`config.mk`:
```
export PLATFORM = sky130hd
export DESIGN_NAME = touch_adc_pen_irq_control
export DESIGN_NICKNAME = d
export VERILOG_FILES = /design/src/common/touch_pkg.sv /design/src/pin_sync.sv /design/src/touch_adc_pen_irq_control.sv
export SDC_FILE = /design/constraint.sdc
export NUM_CORES = 1
export LEC_CHECK = 0
export ABC_AREA = 1
export BUFFER_PORTS_ARGS = -buffer_cell sky130_fd_sc_hd__buf_2
export CORE_MARGIN = 2
export CORE_UTILIZATION = 57
export CTS_BUF_LIST = sky130_fd_sc_hd__clkbuf_4 sky130_fd_sc_hd__clkbuf_8 sky130_fd_sc_hd__clkbuf_16
export DETAILED_ROUTE_END_ITERATION = 8
export PLACE_DENSITY = 0.78
export SLEW_MARGIN = 20
export SYNTH_ARGS = -nofsm -noshare
export SYNTH_HDL_FRONTEND = slang
export SYNTH_SLANG_ARGS = --single-unit
```
`constraint.sdc`:
```
create_clock -name ref_clk -period 1.6 [get_ports ref_clk]
set_input_delay 0.16 -clock ref_clk [delete_from_list [all_inputs] [get_ports ref_clk]]
set_output_delay 0.16 -clock ref_clk [all_outputs]
set_load 0.02 [all_outputs]
```
`src/common/touch_pkg.sv`:
```
package touch_pkg;
  localparam int WORD_BITS = 8;
  localparam logic [3:0] LAST_BIT_CNT = 4'h7;
  localparam int CHAN_HI_POS = 6;
  localparam int CHAN_MID_POS = 5;
  localparam int CHAN_LO_POS = 4;
  localparam int RES_POS = 3;
  localparam int REF_POS = 2;
  localparam int PWR_UPPER_POS = 1;
  localparam int PWR_LOWER_POS = 0;
  localparam logic PWR_UPPER_RST = 1'b1;
  localparam logic PWR_LOWER_RST = 1'b0;
  localparam logic REF_MODE_RST = 1'b1;
  localparam logic [2:0] RELEASE_FALL_CNT = 3'h3;
  localparam logic [3:0] CONV_FALLS_12 = 4'hc;
  localparam logic [3:0] CONV_FALLS_8 = 4'h8;
endpackage

```
`src/pin_sync.sv`:
```
`timescale 1ns/1ns
module pin_sync #(
  parameter int WIDTH = 3
) (
  // Clock and reset
  input wire logic ref_clk,
  input wire logic rst,
  // Pins in, synchronised out
  input wire logic [WIDTH-1:0] pin_in,
  output logic [WIDTH-1:0] pin_sync_out
);
  logic [WIDTH-1:0] meta;

  always_ff @(posedge ref_clk or posedge rst) begin
    if (rst) begin
      meta <= '0;
      pin_sync_out <= '0;
    end else begin
      meta <= pin_in;
      pin_sync_out <= meta;
    end
  end
endmodule

```
`src/touch_adc_pen_irq_control.sv`:
```
// Behaviour
// When enabled, a screen touch pulls the pen interrupt low.
// Pen interrupt stays responsive while the converter is powered down.
// First conversion after power-up starts at once and is valid.
// Pen interrupt is enabled straight after power-up.
// A detected start flag disables the pen interrupt.
// A low interrupt at start stays low until the fourth falling shift edge.
// Releasing after the start flag does not re-arm; power bits decide.
// The interrupt output idles released whether enabled or not.
// Re-arming by the power bits takes effect only after conversion completes.
// A start flag arriving before conversion end keeps the interrupt disabled.
// Command bits are ignored until a start flag of one is seen.
// Three channel bits select multiplexer, screen drivers and reference inputs.
// Resolution bit zero selects 12-bit, one selects 8-bit conversion.
// Reference bit one is single-ended, zero is differential.
// Single-ended mode references the converter to the reference pin.
// Host uses differential mode only for X, Y and pressure.
// A new start flag is accepted once the previous word is in.
// Word bits seven to zero: start, channel, resolution, reference, power.
// Power bits both one disable the interrupt; other settings enable it.
// Power-up defaults: lower power bit zero, upper power bit one.
// Command bits shift in MSB first on rising shift clock edges.
// The interrupt pin is driven low only, never actively high.
`timescale 1ns/1ns
module touch_adc_pen_irq_control (
  // Clock and reset
  input wire logic ref_clk,
  input wire logic rst,
  // Serial command pins
  input wire logic serial_shift_clock,
  input wire logic serial_cmd_in,
  // Touch sense from the screen
  input wire logic touch_detect,
  // Pen interrupt open-drain pin
  output logic pen_touch_irq_n_out,
  output logic pen_touch_irq_n_oe,
  // Decoded control word
  output logic chan_sel_hi,
  output logic chan_sel_mid,
  output logic chan_sel_lo,
  output logic res_8bit,
  output logic ref_mode_select,
  output logic ref_from_pin,
  output logic power_bit_upper,
  output logic power_bit_lower,
  // Conversion sequencing
  output logic conv_start,
  output logic conv_busy
);
  ////////////////////////////////////////////////////////////////////////////
  // Synchronisers and shift clock edges
  logic [2:0] pins_sync;
  logic sclk_s, cmd_s, touch_s, sclk_d;

  pin_sync #(.WIDTH(3)) u_sync (
    .ref_clk(ref_clk),
    .rst(rst),
    .pin_in({touch_detect, serial_cmd_in, serial_shift_clock}),
    .pin_sync_out(pins_sync)
  );

  assign sclk_s = pins_sync[0];
  assign cmd_s = pins_sync[1];
  assign touch_s = pins_sync[2];

  always_ff @(posedge ref_clk or posedge rst) begin
    if (rst) begin
      sclk_d <= 1'b0;
    end else begin
      sclk_d <= sclk_s;
    end
  end

  wire sclk_rise = sclk_s & ~sclk_d;
  wire sclk_fall = ~sclk_s & sclk_d;

  function automatic logic [3:0] conv_limit(input logic eight_bit);
    conv_limit = eight_bit ? touch_pkg::CONV_FALLS_8 : touch_pkg::CONV_FALLS_12;
  endfunction

  function automatic logic pwr_enables_irq(input logic upper, input logic lower);
    pwr_enables_irq = ~(upper & lower);
  endfunction

  ////////////////////////////////////////////////////////////////////////////
  // Control word shifter
  logic [3:0] bit_cnt;
  logic [5:0] shift;
  wire start_det = sclk_rise & (bit_cnt == 4'h0) & cmd_s;
  wire word_done = sclk_rise & (bit_cnt == touch_pkg::LAST_BIT_CNT);
  wire [7:0] next_word = {1'b1, shift, cmd_s};

  always_ff @(posedge ref_clk or posedge rst) begin
    if (rst) begin
      bit_cnt <= 4'h0;
      shift <= 6'h00;
    end else if (start_det) begin
      bit_cnt <= 4'h1;
    end else if (sclk_rise && bit_cnt != 4'h0) begin
      shift <= {shift[4:0], cmd_s};
      bit_cnt <= word_done ? 4'h0 : bit_cnt + 4'h1;
    end
  end

  ////////////////////////////////////////////////////////////////////////////
  // Decoded fields
  always_ff @(posedge ref_clk or posedge rst) begin
    if (rst) begin
      chan_sel_hi <= 1'b0;
      chan_sel_mid <= 1'b0;
      chan_sel_lo <= 1'b0;
      res_8bit <= 1'b0;
      ref_mode_select <= touch_pkg::REF_MODE_RST;
      power_bit_upper <= touch_pkg::PWR_UPPER_RST;
      power_bit_lower <= touch_pkg::PWR_LOWER_RST;
    end else if (word_done) begin
      chan_sel_hi <= next_word[touch_pkg::CHAN_HI_POS];
      chan_sel_mid <= next_word[touch_pkg::CHAN_MID_POS];
      chan_sel_lo <= next_word[touch_pkg::CHAN_LO_POS];
      res_8bit <= next_word[touch_pkg::RES_POS];
      ref_mode_select <= next_word[touch_pkg::REF_POS];
      power_bit_upper <= next_word[touch_pkg::PWR_UPPER_POS];
      power_bit_lower <= next_word[touch_pkg::PWR_LOWER_POS];
    end
  end

  assign ref_from_pin = ref_mode_select;

  ////////////////////////////////////////////////////////////////////////////
  // Conversion timing in falling shift edges
  logic [3:0] conv_cnt;
  wire conv_done = sclk_fall & conv_busy & (conv_cnt + 4'h1 == conv_limit(res_8bit));

  always_ff @(posedge ref_clk or posedge rst) begin
    if (rst) begin
      conv_busy <= 1'b0;
      conv_cnt <= 4'h0;
      conv_start <= 1'b0;
    end else begin
      conv_start <= word_done;
      if (word_done) begin
        conv_busy <= 1'b1;
        conv_cnt <= 4'h0;
      end else if (conv_done) begin
        conv_busy <= 1'b0;
      end else if (sclk_fall && conv_busy) begin
        conv_cnt <= conv_cnt + 4'h1;
      end
    end
  end

  ////////////////////////////////////////////////////////////////////////////
  // Pen interrupt enable and output
  logic pen_en, arm_pending, hold, irq_oe;
  logic [2:0] fall_cnt;
  wire release_now = sclk_fall & hold & (fall_cnt == touch_pkg::RELEASE_FALL_CNT);
  wire next_oe = (pen_en & ~start_det & touch_s) | (hold & ~release_now)
                 | (start_det & irq_oe);
  wire pwr_arm = pwr_enables_irq(next_word[touch_pkg::PWR_UPPER_POS],
    next_word[touch_pkg::PWR_LOWER_POS]);

  always_ff @(posedge ref_clk or posedge rst) begin
    if (rst) begin
      pen_en <= 1'b1;
      arm_pending <= 1'b0;
    end else begin
      if (start_det) begin
        pen_en <= 1'b0;
        arm_pending <= 1'b0;
      end else if (word_done) begin
        arm_pending <= pwr_arm;
      end else if (conv_done) begin
        pen_en <= arm_pending;
        arm_pending <= 1'b0;
      end
    end
  end

  always_ff @(posedge ref_clk or posedge rst) begin
    if (rst) begin
      hold <= 1'b0;
      fall_cnt <= 3'h0;
      irq_oe <= 1'b0;
    end else begin
      irq_oe <= next_oe;
      if (start_det && irq_oe) begin
        hold <= 1'b1;
        fall_cnt <= 3'h0;
      end else if (release_now) begin
        hold <= 1'b0;
      end else if (sclk_fall && hold) begin
        fall_cnt <= fall_cnt + 3'h1;
      end
    end
  end

  assign pen_touch_irq_n_out = 1'b0;
  assign pen_touch_irq_n_oe = irq_oe;

  ////////////////////////////////////////////////////////////////////////////
  // Checks
  logic word_seen;
  always_ff @(posedge ref_clk or posedge rst) begin
    if (rst) begin
      word_seen <= 1'b0;
    end else if (start_det) begin
      word_seen <= 1'b1;
    end
  end
endmodule

```
==> reports/qor.csv, run 1 <==
metric,value,unit
status,"complete, no violations",
NumNets Final,206,
setup total negative slack,0,ns
top post-synthesis cells by area,"dfrtp_1 (53%), nand2_1 (9.8%), inv_1 (5.4%), dfstp_2 (4.9%), o21ai_0 (4.1%)",
clock sinks,37,
Worst Path Max Fanout,3,
worst reg-to-reg setup slack,0.13,ns
fin. max-slew vios,0,
Core Box Area,2710,um2
Pint,1540,uW
combinational cell fraction of total power,25.0,%
Die W,57.0,um
worst r2r path cells,8,
top-area cell type share of the netlist area,53.1,%
Synth Register Bits,37,
metal2 WL,1.35,mm
# IOs,17,
Fillers,233,
gr ovfl total,0,
Synth Warn #,0,
period utilisation layout,91.7,%
MaxCap Viol Count,0,
"antenna viol nets, final",0,
Synth area leader,dfrtp_1,
WL per Instance,11.7,um
FF/Latch Area,930,um2
Lkg Pwr,0.000962,uW
Sw Share,34.7,%
Initial DRC Count,84,
clock share of power,20.3,%
clk_skew,0.0141,ns
GPL Wtd Cong,0.843,
worst-path cell chain,"ha_1, ha_1, inv_1, nand2_1, nor2_2, nor2_1, o21ai_0, inv_1",
reg2reg start,fall_cnt[0]$_DFFE_PP0P_,
Multi-input gate area,551,um2
f_max,0.681,GHz
count of flip-flops with a built-in enable after synthesis,0,
minimum hold slack,0.359,ns
Initial Util,59.1,%
Antenna Cells,0,
min-delay src,u_sync.meta[0]$_DFF_PP0_,
Worst R2R End,fall_cnt[2]$_DFFE_PP0P_,
"Arr. time, crit path",1.70,ns
H-tree depth,2,
CP max-delay cell,dfrtp_1,
vias in the first global route,1100,
DR top layer,met4,
"Data required, critical path",1.84,ns
Crit. End Element,register,
"Seq/Total Area, Yosys",58.0,%
syn nets,182,
area of the die,3250,um2
"Largest stage delay, worst path",0.41,ns
Pwr Density,1310,nW/um2
total global-route track usage,19.2,%
Fin. Hold Viols,0,
CTS tree,done,
first-pass GRT wire length,4.66,mm
Die Height,57.0,um
DRC,0,
Rows,19,
RSZ-0062 raised after global routing,no,
Syn Inst Count,172,
final setup fails,0,
Netlist cell types,23,
total CTS buffers,5,
"Cell Area, Synth",1600,um2
clk buf depth,2,
share of layout cells above drive strength 1,18.8,%
largest net degree at the start of global routing,38,
Pre-Repair DR Iteration Count,4,
fin crit period,1.47,ns
CTS root buf,clkbuf_4,
ys async rst share,100,%
placed wire-length estimate,1.89,mm
sequential power share,54.7,%
P_sw,819,uW
Hold Crit Depth,0,
IO Port Bufs,15,
final WL,2.67,mm
Clock Latency Late Sink,0.34,ns
initial antenna violation count,0,
Main synth FF type,dfrtp_1,
"Clk pin slew, worst setup/hold paths",0.10,ns
critical path class,reg -> reg,
top-count cell post-synth,nand2_1,
CP startpoint kind,register,
top post-synthesis cells by count,"nand2_1 (42), dfrtp_1 (34), inv_1 (23), nor2_1 (17), o21ai_0 (13)",
Area Overhead vs Synth,12.2,%
Min-Delay Path Class,reg -> reg,
Syn Area/Cell,9.31,um2
M1 WL,1.20,mm
Setup Buffers After CTS,0,
DR vias,1155,
WL met3,103,um
Worst Hold End,u_sync.pin_sync_out[0]$_DFF_PP0_,
Via density,5.07,
peak supply drop,1.17,mV
## cell families (layout without fill, tap and decap cells)
group	Yosys count	in the layout	share of synthesized area [%]
adders and majority gates	5	5	3.91
AOI/OAI and AO/OA	22	22	8.12
buffers and inverters	28	53	7.73
xor gates and xnor gates	4	4	2.19
DFF	37	37	58.0
other	1	1	0.234
and+or+nand+nor	75	75	19.8
## how the worst max path moves through the flow
stage	start	to	slack, ns	cells past startpoint
after floorplan	fall_cnt[0]$_DFFE_PP0P_	fall_cnt[2]$_DFFE_PP0P_	0.23	8
after global placement	fall_cnt[0]$_DFFE_PP0P_	fall_cnt[2]$_DFFE_PP0P_	0.21	8
after detailed placement	fall_cnt[0]$_DFFE_PP0P_	fall_cnt[2]$_DFFE_PP0P_	0.1	8
after CTS	fall_cnt[0]$_DFFE_PP0P_	fall_cnt[2]$_DFFE_PP0P_	0.06	8
after global routing	fall_cnt[0]$_DFFE_PP0P_	fall_cnt[2]$_DFFE_PP0P_	0.008	8
final	fall_cnt[0]$_DFFE_PP0P_	fall_cnt[2]$_DFFE_PP0P_	0.13	8
## per-stage QoR
stage	worst slack [ns]	total power, uW	instances	util (%)	area (um2)
floorplan	0.233	1720	172	-	1600
global placement	0.213	1840	216	62.7	1700
global route	0.00823	2530	228	66.3	1800
finish	0.132	2360	228	66.3	1800
detailed placement	0.0975	1890	216	62.7	1700
CTS	0.0626	2390	228	66.2	1790
## power by group through the flow
stage | clock network (uW) | logic, uW | registers [uW]
global placement | 0 | 552 | 1290
floorplan | 0 | 389 | 1330
global route | 534 | 678 | 1320
detailed placement | 0 | 585 | 1300
CTS | 502 | 595 | 1290
finish | 479 | 590 | 1290
## repair_timing
| action | CTS | global route |
|---|---|---|
| endpoints found under the setup margin | 0 | 2 |
| resized for setup | 0 | 2 |
| hold endpoints to repair | 37 | 0 |
| hold buffers | 4 | 0 |
## area by class of cell
cell class                 instances  area share, %
inverter                          24           5.15
sequential                        37           51.7
clock inverter                     2          0.557
tap                               31           2.16
timing repair buffer              21           7.24
clock buffer                       6           2.51
multi-input combinational        107           30.6
## layer usage
layer / GRT usage (%) / up-vias
li1: - / 586
met1: 23.1 / 546
met2: 31.2 / 21
met3: 6.80 / 2
met4: 8.31 / 0
met5: 0 / -
## registers in the layout, indices dropped and copies added, names as in the netlist
register,count
fall_cnt,3
shift,6
power_bit_upper,1
bit_cnt,4
u_sync.meta,3
u_sync.pin_sync_out,3
arm_pending,1
hold,1
power_bit_lower,1
res_8bit,1
ref_from_pin,1
conv_cnt,4
pen_en,1
pen_touch_irq_n_oe,1
sclk_d,1
conv_start,1
chan_sel_lo,1
chan_sel_mid,1
chan_sel_hi,1
conv_busy,1
## critical path, delay by kind of cell (launching register included)
| family | cells | cell delay, ns |
|---|---|---|
| AOI/OAI and AO/OA | 1 | 0.15 |
| adders and majority gates | 2 | 0.38 |
| buffers and inverters | 2 | 0.11 |
| DFF | 1 | 0.41 |
| and+or+nand+nor | 3 | 0.31 |
## cells in the final DEF, fill, tap and decap left out, types with 3 or more instances in the layout
cell	n
clkbuf_4	6
nor2_1	16
nand4_1	3
dfstp_2	3
o21ai_2	5
nand2_1	42
buf_2	15
dlygate4sd3_1	4
inv_1	23
dfrtp_1	34
o21ai_0	12
nand3_1	10
ha_1	5
Power figures use the tool's default switching activity.
==> inputs of run 2 (changes only) <==
--- a/config.mk
+++ b/config.mk
@@ -12,6 +12,7 @@
 export CTS_BUF_LIST = sky130_fd_sc_hd__clkbuf_4 sky130_fd_sc_hd__clkbuf_8 sky130_fd_sc_hd__clkbuf_16
 export DETAILED_ROUTE_END_ITERATION = 8
 export PLACE_DENSITY = 0.78
+export RECOVER_POWER = 25
 export SLEW_MARGIN = 20
 export SYNTH_ARGS = -nofsm -noshare
 export SYNTH_HDL_FRONTEND = slang
==> reports/qor.csv, run 2 (same netlist as run 1, synthesis figures left out) <==
metric,value,unit,change
Top reg by flops,shift,,
CP startpoint kind,register,,
GRT met1 Usage,23.1,%,unchanged
Pwr Total,2360,uW,about the same
DR vias,1156,,+0.087%
CTS root buf,clkbuf_4,,
Die W,57.0,um,unchanged
clock sinks,37,,unchanged
Worst R2R End,fall_cnt[2]$_DFFE_PP0P_,,
fin crit period,1.47,ns,unchanged
worst reg-to-reg setup slack,0.13,ns,about the same
Core Box Area,2710,um2,unchanged
max FFs per register,6,,unchanged
Via density,5.07,,about the same
total CTS buffers,5,,unchanged
"commonest non-fill, non-tap cells in the layout","nand2_1 (42), dfrtp_1 (34), inv_1 (23)",,
M2 GR Usage,31.2,%,unchanged
Pre-Repair DR Iteration Count,4,,unchanged
f_max,0.681,GHz,unchanged
Slew Limit Headroom,41.9,%,
CP max-delay cell,dfrtp_1,,
Worst Path Max Fanout,3,,unchanged
placed wire-length estimate,1.89,mm,unchanged
minimum hold slack,0.359,ns,-0.00000400 ns
Fillers,233,,unchanged
grt peak-use layer,met2,,
reg2reg start,fall_cnt[0]$_DFFE_PP0P_,,
Initial Util,59.1,%,unchanged
GPL Wtd Cong,0.843,,unchanged
area of the die,3250,um2,unchanged
total global-route track usage,19.2,%,unchanged
IO Port Bufs,15,,unchanged
Die Height,57.0,um,unchanged
# IOs,17,,unchanged
status,"complete, no violations",,
area post-placement,1700,um2,unchanged
final setup fails,0,,unchanged
Pwr Density,1310,nW/um2,about the same
"antenna viol nets, final",0,,unchanged
Antenna Cells,0,,unchanged
Lkg Pwr,0.000962,uW,about the same
H-tree depth,2,,unchanged
Setup Buffers After CTS,0,,unchanged
Clock Latency Late Sink,0.34,ns,about the same
peak supply drop,1.17,mV,about the same
Worst Tran Pin Value,0.871,ns,
Worst Hold End,u_sync.pin_sync_out[0]$_DFF_PP0_,,
"Data required, critical path",1.84,ns,about the same
CTS tree,done,,
Hold Crit Depth,0,,unchanged
Crit. End Element,register,,
post-placement cell count,216,,unchanged
RSZ-0062 raised after global routing,no,,
clk_skew,0.0141,ns,+0.0000110 ns
Finished Layout Cells,228,,unchanged
"most common cell after layout, fill and taps aside",nand2_1,,
GRT met3 Usage,6.80,%,unchanged
worst-path cell chain,"ha_1, ha_1, inv_1, nand2_1, nor2_2, nor2_1, o21ai_0, inv_1",,
worst r2r path cells,8,,unchanged
"Arr. time, crit path",1.70,ns,about the same
NumNets Final,206,,unchanged
DRC,0,,unchanged
WL per Instance,11.7,um,about the same
gr ovfl total,0,,unchanged
"Largest stage delay, worst path",0.41,ns,about the same
Rows,19,,unchanged
initial antenna violation count,0,,unchanged
final WL,2.67,mm,about the same
min-delay src,u_sync.meta[0]$_DFF_PP0_,,
MaxCap Viol Count,0,,unchanged
period utilisation layout,91.7,%,unchanged
Fin. Hold Viols,0,,unchanged
first-pass GRT wire length,4.66,mm,unchanged
clk buf depth,2,,unchanged
Largest regs,"shift x6, bit_cnt x4, conv_cnt x4",,
Initial DRC Count,84,,unchanged
setup total negative slack,0,ns,unchanged
Finished Cell Area,1790,um2,-0.14%
"Clk pin slew, worst setup/hold paths",0.10,ns,about the same
Area Overhead vs Synth,12.0,%,
vias in the first global route,1100,,unchanged
Min-Delay Path Class,reg -> reg,,
largest net degree at the start of global routing,38,,unchanged
fin. max-slew vios,0,,unchanged
share of layout cells above drive strength 1,18.8,%,unchanged
critical path class,reg -> reg,,
[run 2: stage by stage]
| stage | setup slack, ns | utilization (%) |
|---|---|---|
| floorplan | 0.233 | - |
| global placement | 0.213 | 62.7 |
| detailed placement | 0.0975 | 62.7 |
| CTS | 0.0626 | 66.2 |
| global route | 0.00823 | 66.2 |
| finish | 0.132 | 66.2 |
[run 2: critical path: cells and delay by family, from the launching register on]
kind	cells	cell delay [ns]
buf+inv	2	0.11
compound gates	1	0.15
flops	1	0.41
simple gates	3	0.31
fa+ha+maj	2	0.38
[run 2: power breakdown]
group	total [uW]	switching [uW]	internal, uW
combinational	589	370	219
clock	479	294	184
sequential	1290	154	1140
[run 2: final cells by class]
cell class | instances | area [um2] | area share (%)
Clock buffer | 6 | 45.0 | 2.51
Clock inverter | 2 | 10.0 | 0.558
Inverter | 24 | 92.6 | 5.16
Multi-Input combinational cell | 107 | 551 | 30.7
Sequential cell | 37 | 930 | 51.8
Tap cell | 31 | 38.8 | 2.16
Timing Repair Buffer | 21 | 128 | 7.11
[run 2: worst max-delay path by stage]
stage / startpoint / end / slack [ns] / cells after the start
2_1_floorplan: fall_cnt[0]$_DFFE_PP0P_ / fall_cnt[2]$_DFFE_PP0P_ / 0.23 / 8
3_3_place_gp: fall_cnt[0]$_DFFE_PP0P_ / fall_cnt[2]$_DFFE_PP0P_ / 0.21 / 8
3_5_place_dp: fall_cnt[0]$_DFFE_PP0P_ / fall_cnt[2]$_DFFE_PP0P_ / 0.1 / 8
4_1_cts: fall_cnt[0]$_DFFE_PP0P_ / fall_cnt[2]$_DFFE_PP0P_ / 0.06 / 8
5_1_grt: fall_cnt[0]$_DFFE_PP0P_ / fall_cnt[2]$_DFFE_PP0P_ / 0.008 / 8
6_report: fall_cnt[0]$_DFFE_PP0P_ / fall_cnt[2]$_DFFE_PP0P_ / 0.13 / 8
[run 2: routing by layer]
metal | vias up | part of all wire (%)
met3 | 2 | 3.9
met1 | 546 | 45
met5 | - | 0
met2 | 21 | 50
li1 | 587 | -
met4 | 0 | 0.67
[run 2: timing repair]
item | CTS | global route
hold endpoints to repair | 37 | 0
resized for setup | 0 | 2
hold buffers | 4 | 0
endpoints found under the setup margin | 0 | 2
==> inputs of run 3 (changes only) <==
--- a/config.mk
+++ b/config.mk
@@ -8,10 +8,10 @@
 export ABC_AREA = 1
 export BUFFER_PORTS_ARGS = -buffer_cell sky130_fd_sc_hd__buf_2
 export CORE_MARGIN = 2
-export CORE_UTILIZATION = 57
+export CORE_UTILIZATION = 51
 export CTS_BUF_LIST = sky130_fd_sc_hd__clkbuf_4 sky130_fd_sc_hd__clkbuf_8 sky130_fd_sc_hd__clkbuf_16
 export DETAILED_ROUTE_END_ITERATION = 8
-export PLACE_DENSITY = 0.78
+export PLACE_DENSITY = 0.76
 export RECOVER_POWER = 25
 export SLEW_MARGIN = 20
 export SYNTH_ARGS = -nofsm -noshare
==> constraint.sdc (replaced) <==
create_clock -name ref_clk -period 1.2 [get_ports ref_clk]
set_input_delay 0.12 -clock ref_clk [delete_from_list [all_inputs] [get_ports ref_clk]]
set_output_delay 0.12 -clock ref_clk [all_outputs]
set_load 0.02 [all_outputs]
==> reports/qor.csv, run 3 (same netlist as run 1, synthesis figures left out) <==
metric,value,unit,change
Rows,20,,+1
Core Box Area,3030,um2,+12%
fin crit period,1.32,ns,-0.143 ns
Top reg by flops,shift,,
vias in the first global route,1231,,+12%
RSZ-0062 raised after global routing,yes,,
"Arr. time, crit path",1.55,ns,-0.15 ns
Worst Slack Setup Final,-0.124,ns,-0.257 ns
CP startpoint kind,register,,
first-pass GRT wire length,5.21,mm,+12%
WL per Instance,13.1,um,+12%
Area Overhead vs Synth,32.9,%,
final setup fails,29,,+29
CP max-delay cell,dfrtp_1,,
Via density,4.96,,-2.2%
peak supply drop,1.09,mV,-7.3%
MaxCap Viol Count,0,,unchanged
total CTS buffers,5,,unchanged
largest net degree at the start of global routing,38,,unchanged
dpl ws,-0.135,ns,-0.233 ns
clk buf depth,2,,unchanged
Fin. Hold Viols,0,,unchanged
failing checks,setup timing,,
Largest regs,"shift x6, bit_cnt x4, conv_cnt x4",,
Initial Util,52.9,%,-6.2 points
clock sinks,37,,unchanged
Clock Latency Late Sink,0.35,ns,about the same
DRC,0,,unchanged
Lkg Pwr,0.00109,uW,+13%
NumNets Final,222,,+7.8%
Die W,60.0,um,+5.3%
"most common cell after layout, fill and taps aside",dfrtp_1,,
Initial DRC Count,36,,-57%
total global-route track usage,20.1,%,+0.94 points
CTS tree,done,,
period utilisation layout,110,%,+19 points
initial antenna violation count,0,,unchanged
Pwr Density,1830,nW/um2,+39%
Worst Path Max Fanout,4,,+1
"antenna viol nets, final",0,,unchanged
area of the die,3600,um2,+11%
placed wire-length estimate,2.16,mm,+15%
Crit. End Element,register,,
Pwr Total,3880,uW,+65%
IO Port Bufs,15,,unchanged
share of layout cells above drive strength 1,39.4,%,+21 points
"commonest non-fill, non-tap cells in the layout","dfrtp_1 (34), nand2_1 (32), inv_1 (18)",,
worst-path cell chain,"inv_2, ha_4, nand2_4, nor2_1, nand2_1, inv_2, nor2_4, nand2_1, nand3_1",,
fin. max-slew vios,0,,unchanged
critical path class,reg -> reg,,
Pre-Repair DR Iteration Count,4,,unchanged
"Data required, critical path",1.42,ns,-0.42 ns
status,"complete, but fails checks",,
H-tree depth,2,,unchanged
"Clk pin slew, worst setup/hold paths",0.10,ns,about the same
Die Height,60.0,um,+5.3%
GPL Wtd Cong,0.845,,+0.17%
# IOs,17,,unchanged
Antenna Cells,0,,unchanged
max FFs per register,6,,unchanged
clk_skew,0.0175,ns,+0.00342 ns
f_max,0.755,GHz,+11%
DR vias,1274,,+10%
CTS root buf,clkbuf_4,,
setup total negative slack,-2.26,ns,-2.26 ns
final WL,3.36,mm,+26%
gr ovfl total,0,,unchanged
"Largest stage delay, worst path",0.42,ns,about the same
Min-Delay Path Class,reg -> reg,,
worst reg-to-reg setup slack,-0.12,ns,-0.26 ns
run 3: worst paths after layout:
kind	start	to	cells past startpoint
setup / recovery	bit_cnt[1]$_DFFE_PP0P_	pen_touch_irq_n_oe$_DFF_PP0_	9
hold reg to reg	u_sync.meta[2]$_DFF_PP0_	u_sync.pin_sync_out[2]$_DFF_PP0_	0
hold / removal	u_sync.meta[2]$_DFF_PP0_	u_sync.pin_sync_out[2]$_DFF_PP0_	0
max in group asynchronous	rst	ref_from_pin$_DFFE_PP1P_	4
setup reg to reg	bit_cnt[1]$_DFFE_PP0P_	pen_touch_irq_n_oe$_DFF_PP0_	9
min in group asynchronous	rst	conv_cnt[1]$_DFFE_PP0P_	4
run 3: timing repair:
| action | in CTS | in global routing |
|---|---|---|
| hold buffers | 4 | 0 |
| pin swaps | 5 | 7 |
| resized for setup | 20 | 29 |
| endpoints found under the setup margin | 26 | 33 |
| buffers inserted | 2 | 2 |
| cloned | 1 | 1 |
| hold endpoints to repair | 37 | 0 |
run 3: area by class of cell:
type / instances / area (um2)
fill: 214 / 900
clock inverter: 1 / 30.0
timing repair inverter: 1 / 3.75
inverter: 24 / 97.6
tap: 44 / 55.1
clock buffer: 7 / 58.8
multi-input combinational: 107 / 679
timing repair buffer: 36 / 274
sequential: 37 / 930
run 3: layer usage:
metal	global-route usage [%]	vias up	share of wire, %
met5	0	-	0
met1	23.2	611	40
met2	34.3	32	53
met3	5.84	10	4.3
met4	8.89	0	2.8
li1	-	621	-
run 3: stage by stage:
step                      hold WS (ns)  cell area (um2)  utilization (%)  instances
after floorplan                  0.151             1630                -        172
after global placement           0.180             1840             60.9        239
after detailed placement         0.185             1840             60.9        239
after CTS                        0.355             2040             67.2        254
after global routing             0.370             2130             70.3        257
final                            0.358             2130             70.3        257
run 3: where the power goes:
group	switching [uW]	internal [uW]	total, uW
sequential	203	1520	1720
clock	397	520	917
combinational	690	559	1250
total	1290	2590	3880
run 3: worst max-delay path, delay by kind of cell (launching register included):
kind                     cells  cell delay (ns)
adder cells (fa/ha/maj)      1             0.14
AND/OR/NAND/NOR              6             0.41
flip-flops                   1             0.42
buffers and inverters        2             0.23
